[config.mk]
export PLATFORM = sky130hd
export DESIGN_NAME = cahb_wrapper
export DESIGN_NICKNAME = d
export VERILOG_FILES = /design/src/hdl/cahb_wrapper.v
export VERILOG_INCLUDE_DIRS = /design/src /design/src/hdl
export SDC_FILE = /design/constraint.sdc
export NUM_CORES = 1
export LEC_CHECK = 0
export BUFFER_PORTS_ARGS = -buffer_cell sky130_fd_sc_hd__buf_4
export CAP_MARGIN = 20
export CORE_ASPECT_RATIO = 0.8
export CORE_MARGIN = 2
export CORE_UTILIZATION = 50
export CTS_BUF_LIST = sky130_fd_sc_hd__clkbuf_8
export DETAILED_ROUTE_END_ITERATION = 7
export PLACE_DENSITY = 0.79
export SETUP_SLACK_MARGIN = 0.2
export SYNTH_ARGS = -nofsm -noshare
export SYNTH_HDL_FRONTEND = slang
export SYNTH_SLANG_ARGS = --single-unit
[constraint.sdc]
create_clock -name core_clk -period 2.7 [get_ports core_clk]
set_clock_uncertainty 0.05 [all_clocks]
set_input_delay 0 -clock core_clk [delete_from_list [all_inputs] [get_ports core_clk]]
set_output_delay 0 -clock core_clk [all_outputs]
set_load 0.02 [all_outputs]
[src/hdl/cahb_wrapper_regs.vh]
// Purpose: Named constants for the core to bus master wrapper.
// Assumes: Included by cahb_wrapper.v only; definitions only.
// Notes:   Bus encodings follow the published bus protocol.
`ifndef CAHB_WRAPPER_REGS_VH
`define CAHB_WRAPPER_REGS_VH

// Bus transfer types.
`define CAHB_TRANS_IDLE     2'h0
`define CAHB_TRANS_NONSEQ   2'h2
`define CAHB_TRANS_SEQ      2'h3

// Bus responses.
`define CAHB_RESP_OKAY      2'h0
`define CAHB_RESP_ERROR     2'h1
`define CAHB_RESP_RETRY     2'h2
`define CAHB_RESP_SPLIT     2'h3

// Burst types.
`define CAHB_BURST_SINGLE   3'h0
`define CAHB_BURST_INCR     3'h1

// Bus transfer sizes.
`define CAHB_HSIZE_BYTE     3'h0
`define CAHB_HSIZE_HALF     3'h1
`define CAHB_HSIZE_WORD     3'h2

// Core width codes.
`define CAHB_CSIZE_BYTE     2'h0
`define CAHB_CSIZE_HALF     2'h1
`define CAHB_CSIZE_WORD     2'h2

// Core access kind bit positions.
`define CAHB_KIND_DATA_BIT  0
`define CAHB_KIND_PRIV_BIT  1

// Core cycle type bit positions: bit 1 memory, bit 0 sequential.
`define CAHB_CTRANS_MEM_BIT 1
`define CAHB_CTRANS_SEQ_BIT 0

// Cacheable and bufferable protection bits.
`define CAHB_PROT_CB        2'h0

// Extra wait states inserted ahead of an access.
`define CAHB_WS_NONE        2'h0
`define CAHB_WS_NONSEQ      2'h1
`define CAHB_WS_SWAP        2'h2
`define CAHB_WS_LAST        2'h1

// Reset values.
`define CAHB_ADDR_RST       32'h0000_0000

`endif

[src/hdl/cahb_wrapper.v]
// Purpose: Bridge a 32-bit core's memory requests onto a bus as master.
// Assumes: Core and bus share core_clk; data buses bypass this block.
// Notes:   One transfer in flight at a time; the core is stalled meanwhile.
//
// Overview of operation
// - Active low bus reset returns all master state to idle.
// - Bus ownership only gained where ready and grant are both high.
// - Act on each of OKAY, ERROR, RETRY and SPLIT responses.
// - Drive a full 32-bit byte address for every transfer.
// - Only idle, nonsequential or sequential types; never busy.
// - Direction output high for write, low for read.
// - Transfer size byte, halfword or word matching the core width.
// - Bursts are marked as undefined-length incrementing.
// - Protection shows opcode or data and privileged or user.
// - Request the bus whenever a transfer is needed.
// - Lock held high keeps other masters off until it falls.
// - Access kind bit 0 selects data, bit 1 selects privileged.
// - Core width 00 byte, 01 halfword, 10 word, 11 reserved.
// - Core cycle 00 internal, 01 coprocessor, 10 nonseq, 11 seq.
// - Core write high is a write cycle, passed to the bus.
// - Core lock high keeps the access locked until it falls.
// - Abort the core when an access is refused by error response.
// - Stall the core with clock enable low during bus waits.
// - Core clock is bus clock; data buses connect directly.
// - Idle 00, nonseq 10, seq 11, burst 001, cache bits zero.
// - One extra wait per unlocked nonseq access, two on a swap read.
// - Hold and reissue transfers after split, retry or grant loss.

`timescale 1ns/10ps
`include "cahb_wrapper_regs.vh"

module cahb_wrapper (
    core_clk,
    bus_reset_n,
    hready,
    hresp,
    hgrant,
    core_addr,
    core_access_kind,
    core_size,
    core_trans,
    core_write,
    core_lock,
    haddr,
    htrans,
    hwrite,
    hsize,
    hburst,
    hprot,
    hbusreq,
    hlock,
    core_stall_n,
    core_abort,
    core_reset_low
);

    input  wire        core_clk;
    input  wire        bus_reset_n;
    input  wire        hready;
    input  wire [1:0]  hresp;
    input  wire        hgrant;
    input  wire [31:0] core_addr;
    input  wire [1:0]  core_access_kind;
    input  wire [1:0]  core_size;
    input  wire [1:0]  core_trans;
    input  wire        core_write;
    input  wire        core_lock;
    output reg  [31:0] haddr;
    output reg  [1:0]  htrans;
    output reg         hwrite;
    output reg  [2:0]  hsize;
    output reg  [2:0]  hburst;
    output reg  [3:0]  hprot;
    output reg         hbusreq;
    output reg         hlock;
    output reg         core_stall_n;
    output reg         core_abort;
    output reg         core_reset_low;

    // One-hot states.
    localparam [4:0] ST_IDLE = 5'h01;
    localparam [4:0] ST_WAIT = 5'h02;
    localparam [4:0] ST_ADDR = 5'h04;
    localparam [4:0] ST_DATA = 5'h08;
    localparam [4:0] ST_HOLD = 5'h10;

    reg [4:0]  state_reg;
    reg [4:0]  state_next;
    reg [1:0]  wait_cnt_reg;
    reg [1:0]  wait_cnt_next;
    reg        owner_reg;
    reg        owner_next;
    reg        last_ok_reg;
    reg        last_ok_next;
    reg        req_seq_reg;
    reg        req_seq_next;
    reg [31:0] haddr_next;
    reg [1:0]  htrans_next;
    reg        hwrite_next;
    reg [2:0]  hsize_next;
    reg [2:0]  hburst_next;
    reg [3:0]  hprot_next;
    reg        hbusreq_next;
    reg        hlock_next;
    reg        core_stall_n_next;
    reg        core_abort_next;

    // width decode
    // The reserved width code is issued as a word so the bus never sees
    // an illegal size; the core does not produce it in normal operation.
    function [2:0] cahb_size;
        input [1:0] csize;
        begin
            case (csize)
                `CAHB_CSIZE_BYTE: cahb_size = `CAHB_HSIZE_BYTE;
                `CAHB_CSIZE_HALF: cahb_size = `CAHB_HSIZE_HALF;
                `CAHB_CSIZE_WORD: cahb_size = `CAHB_HSIZE_WORD;
                default:          cahb_size = `CAHB_HSIZE_WORD;
            endcase
        end
    endfunction

    function [3:0] cahb_prot;
        input [1:0] kind;
        begin
            cahb_prot = {`CAHB_PROT_CB,
                         kind[`CAHB_KIND_PRIV_BIT],
                         kind[`CAHB_KIND_DATA_BIT]};
        end
    endfunction

    // Address phase type: active only while this master owns the bus.
    function [1:0] cahb_active;
        input owned;
        input seq;
        begin
            if (!owned) begin
                cahb_active = `CAHB_TRANS_IDLE;
            end else if (seq) begin
                cahb_active = `CAHB_TRANS_SEQ;
            end else begin
                cahb_active = `CAHB_TRANS_NONSEQ;
            end
        end
    endfunction

    always @* begin
        state_next        = state_reg;
        wait_cnt_next     = wait_cnt_reg;
        last_ok_next      = last_ok_reg;
        req_seq_next      = req_seq_reg;
        haddr_next        = haddr;
        htrans_next       = `CAHB_TRANS_IDLE;
        hwrite_next       = hwrite;
        hsize_next        = hsize;
        hburst_next       = hburst;
        hprot_next        = hprot;
        hbusreq_next      = hbusreq;
        hlock_next        = hlock;
        core_stall_n_next = core_stall_n;
        core_abort_next   = 1'b0;

        owner_next = hready ? hgrant : owner_reg;

        case (state_reg)
            ST_IDLE: begin
                // The core advances at this edge and shows its next cycle.
                // lock follows core
                hlock_next = core_lock;
                if (core_trans[`CAHB_CTRANS_MEM_BIT]) begin
                    haddr_next = core_addr;
                    hwrite_next = core_write;
                    hsize_next = cahb_size(core_size);
                    hprot_next = cahb_prot(core_access_kind);
                    hburst_next = `CAHB_BURST_INCR;
                    req_seq_next = core_trans[`CAHB_CTRANS_SEQ_BIT] &
                                   last_ok_reg;
                    hbusreq_next = 1'b1;
                    core_stall_n_next = 1'b0;
                    // extra wait states
                    // A swap read gets its lock out two cycles before the
                    // bus access so the arbiter can honour it in time.
                    if (core_lock && !hlock && !core_write) begin
                        wait_cnt_next = `CAHB_WS_SWAP;
                        state_next    = ST_WAIT;
                    end else if (!core_lock &&
                                 !(core_trans[`CAHB_CTRANS_SEQ_BIT] &&
                                   last_ok_reg)) begin
                        wait_cnt_next = `CAHB_WS_NONSEQ;
                        state_next    = ST_WAIT;
                    end else begin
                        wait_cnt_next = `CAHB_WS_NONE;
                        state_next    = ST_ADDR;
                        htrans_next   = cahb_active(owner_next,
                            core_trans[`CAHB_CTRANS_SEQ_BIT] & last_ok_reg);
                    end
                end else begin
                    htrans_next  = `CAHB_TRANS_IDLE;
                    hburst_next  = `CAHB_BURST_SINGLE;
                    hbusreq_next = core_lock;
                    last_ok_next = 1'b0;
                end
            end

            ST_WAIT: begin
                // The bus is requested early so grant can arrive meanwhile.
                if (wait_cnt_reg == `CAHB_WS_LAST) begin
                    state_next  = ST_ADDR;
                    htrans_next = cahb_active(owner_next, req_seq_reg);
                end
                wait_cnt_next = wait_cnt_reg - `CAHB_WS_LAST;
            end

            ST_ADDR: begin
                // wait out grant loss
                // An address phase only counts when it was driven while
                // owning the bus; otherwise the held request is re-driven.
                if (hready && htrans != `CAHB_TRANS_IDLE) begin
                    state_next   = ST_DATA;
                    htrans_next  = `CAHB_TRANS_IDLE;
                    hbusreq_next = 1'b0;
                end else begin
                    htrans_next = cahb_active(owner_next, req_seq_reg);
                end
            end

            ST_DATA: begin
                if (hready) begin
                    state_next        = ST_IDLE;
                    core_stall_n_next = 1'b1;
                    if (hresp == `CAHB_RESP_OKAY) begin
                        last_ok_next = 1'b1;
                    end else begin
                        core_abort_next = 1'b1;
                        last_ok_next    = 1'b0;
                    end
                end else if (hresp == `CAHB_RESP_RETRY ||
                             hresp == `CAHB_RESP_SPLIT) begin
                    state_next   = ST_HOLD;
                    req_seq_next = 1'b0;
                    last_ok_next = 1'b0;
                    hbusreq_next = 1'b1;
                end
            end

            ST_HOLD: begin
                // reissue when owned
                // This is the second response cycle; the held transfer is
                // re-driven as nonsequential once ownership returns.
                state_next  = ST_ADDR;
                htrans_next = cahb_active(owner_next, 1'b0);
            end

            default: begin
                state_next        = ST_IDLE;
                htrans_next       = `CAHB_TRANS_IDLE;
                hbusreq_next      = 1'b0;
                core_stall_n_next = 1'b1;
            end
        endcase
    end

    always @(posedge core_clk or negedge bus_reset_n) begin
        if (!bus_reset_n) begin
            state_reg      <= ST_IDLE;
            wait_cnt_reg   <= `CAHB_WS_NONE;
            owner_reg      <= 1'b0;
            last_ok_reg    <= 1'b0;
            req_seq_reg    <= 1'b0;
            haddr          <= `CAHB_ADDR_RST;
            htrans         <= `CAHB_TRANS_IDLE;
            hwrite         <= 1'b0;
            hsize          <= `CAHB_HSIZE_BYTE;
            hburst         <= `CAHB_BURST_SINGLE;
            hprot          <= {`CAHB_PROT_CB, 2'h0};
            hbusreq        <= 1'b0;
            hlock          <= 1'b0;
            core_stall_n   <= 1'b1;
            core_abort     <= 1'b0;
            core_reset_low <= 1'b0;
        end else begin
            state_reg      <= state_next;
            wait_cnt_reg   <= wait_cnt_next;
            owner_reg      <= owner_next;
            last_ok_reg    <= last_ok_next;
            req_seq_reg    <= req_seq_next;
            haddr          <= haddr_next;
            htrans         <= htrans_next;
            hwrite         <= hwrite_next;
            hsize          <= hsize_next;
            hburst         <= hburst_next;
            hprot          <= hprot_next;
            hbusreq        <= hbusreq_next;
            hlock          <= hlock_next;
            core_stall_n   <= core_stall_n_next;
            core_abort     <= core_abort_next;
            // core leaves reset with the bus
            core_reset_low <= 1'b1;
        end
    end

endmodule // cahb_wrapper

==> out/metrics.cfg <==
[pwr]
leakagePower_nw=1.92
power.internal_mw=2.28
seqPwrFrac=0.367
switching_share=0.409
power.switching_mw=1.58
pwr-share-clk=0.145
vdd_ir_drop_max_v=0.000641
combPwrFrac=0.488
power_per_cell_area_nw_per_um2=1050

[floorplan]
core_area_um2=4600
rows=22
die_w_um=81.4
die_y_um=65.9
dieArea_um2=5360
initial_core_util=0.521
num_io_pins=96

[cells_and_area]
nNetsFinal=446
fillers=318
fin_util=0.800
largest_register_ff_count=32
drive_gt1_frac=0.278
syn2layout_area_growth_pct=53.6
diodes=0
instances_no_fill=460

[worst_setup_path]
crit_fanout=12
cp-start-kind=flip-flop
critPathRequiredTime_ps=2900
r2r_end=state_reg[3]
cp.arrival_ps=2300
r2r_start=state_reg[2]
crit_type=reg2reg
regToRegSetupSlack_ps=610
cp-end-kind=flip-flop
ff2ff_path_depth=4

[place]
io_buffers=90
dp_cells=405
hpwl_mm=3.95
gp_congestion=0.872
place_ws_ps=689

[clock_network]
cts_buffers=5
cts_tree=done
clk_pin_slew_worst_paths_ps=100
clock_path_buffers=2
clk_latency_ps=310
root_buffer=clkbuf_8
cts_sinks=55
htreeDepth=2

[timing]
period_share=0.775
setup_viol=0
max_slew.worst_pin.slew_ps=676
max_freq_mhz=478
setup_tns_ps=0
fin_ws_ps=606
drv_slew=0
period_minus_slack_ps=2090
grt_setup_unrepaired=no
max_slew_margin=0.549
finalHoldViolCount=0

[drt]
first_pass_iters=4
vias=2261
wl_per_cell_um=13.7
avgViaCountPerCell=4.92
routed_wl_mm=6.28
drc=0
detail-route-antenna-nets=0
drtIter0Drc=206

[global_route]
grt_pass1_vias=2220
track_usage=0.256
gr-total-overflow=0
grtUsageMet3=0.0669
grtUsageMet2=0.426
grt_max_degree=56
met1_usage=0.331
busiest_layer=met2
antenna_found_initial=0
grt_pass1_wl_mm=10.4

[yosys]
yosysWarnings=0
syn-cell-area_um2=2390
yosys-top-cells-area=dfrtp_1, nand2_1, dfstp_2, buf_4, nor2_1
yosysSeqAreaShare=0.576
syn_inst=265
yosysUniqueCellTypes=36
synth-edff-count=0
ys_ff_latch=55
synthArstFlopShare=1.00
yosysTopAreaCell=dfrtp_1
synth_top_cell_area_share=0.554
synth_flop_cell=dfrtp_1
avgSynthCellArea_um2=9.04

[min_path]
hold_path_class=in2async

[status]
status=complete, no violations

[flow_run]
max-cap-violations=0

## cell usage in the layout (no fill, tap or decap), drive strengths merged, types with 3 or more instances in the layout
master	instances
nor2	10
o21ai	6
o22ai	3
a21oi	4
dlygate4sd3	47
clkbuf	6
inv	4
buf	94
nand3	7
nor3b	5
conb	6
o211ai	3
nand2	122
dfrtp	53
## cell type report
cell class / instances / area, um2 / share of cell area
Sequential cell: 55 / 1380 / 0.375
Timing Repair Buffer: 141 / 1180 / 0.320
Multi-Input combinational cell: 192 / 915 / 0.249
Clock buffer: 6 / 82.6 / 0.0225
Tap cell: 60 / 75.1 / 0.0204
Clock inverter: 2 / 35.0 / 0.00953
Inverter: 4 / 15.0 / 0.00408
## cell families after synthesis
family          Yosys count  synth area share
simple gates            154             0.269
flops                    55             0.576
fa+ha+maj                 1           0.00522
compound gates           25            0.0721
xor+xnor                  2           0.00732
mux                       4            0.0178
buf+inv                  22            0.0496
other cells               2           0.00314
## timing repair
| action | CTS | global route |
|---|---|---|
| setup buffers | 0 | 0 |
| resized for setup | 0 | 0 |
| hold endpoints to repair | 100 | 0 |
| hold buffers | 47 | 0 |
## power by group through the flow
stage,Sequential [mW],Clock [mW],Combinational [mW]
global route,1.46,0.611,2.07
detailed placement,1.42,0,1.83
finish,1.41,0.559,1.88
CTS,1.41,0.570,1.88
global placement,1.41,0,1.79
floorplan,1.72,0,0.795
## critical path, cell delays in order, from the launching register on
cell           delay, ps
dfrtp_1              530
nor2_1               390
nand4b_1             320
o22ai_1              190
dlygate4sd3_1        560
## metrics by stage
step                hold WS (ps)  power, mW  instance area [um2]
floorplan                   -346       2.51                 2410
global placement            40.2       3.19                 3090
detailed placement          38.2       3.24                 3090
CTS                          239       3.86                 3680
global route                 276       4.14                 3680
finish                       214       3.85                 3680
## layer usage
layer  share of wire  wire (um)
met4           0.014         85
met1            0.42       2650
met5               0          0
met2            0.48       3040
met3           0.080        505
## Yosys cell counts, types with 2 or more instances
| cell type | instances |
|---|---|
| a21oi_1 | 3 |
| nand2b_1 | 2 |
| dfrtp_1 | 53 |
| inv_1 | 4 |
| buf_4 | 5 |
| nor3b_1 | 5 |
| nor2_1 | 10 |
| o21ai_0 | 6 |
| dfstp_2 | 2 |
| nand2_1 | 122 |
| nor2b_1 | 2 |
| buf_2 | 2 |
| o22ai_1 | 3 |
| o211ai_1 | 3 |
| mux2i_1 | 2 |
| xor2_1 | 2 |
| a31oi_1 | 2 |
| mux2_2 | 2 |
| clkbuf_1 | 9 |
| o2bb2ai_1 | 2 |
| nand3_1 | 7 |
| buf_6 | 2 |
| conb_1 | 2 |
## worst max path at each step
stage                       startpoint  slack, ps               to  cells after the start
after floorplan           state_reg[1]        800        htrans[0]                      6
after global placement    state_reg[2]        760  wait_cnt_reg[0]                      6
after detailed placement  state_reg[2]        690  wait_cnt_reg[0]                      6
after CTS                 state_reg[2]        660  wait_cnt_reg[0]                      6
after global routing      state_reg[2]        530  wait_cnt_reg[0]                      6
final                     state_reg[2]        610     state_reg[3]                      4
Power figures use the tool's default switching activity.
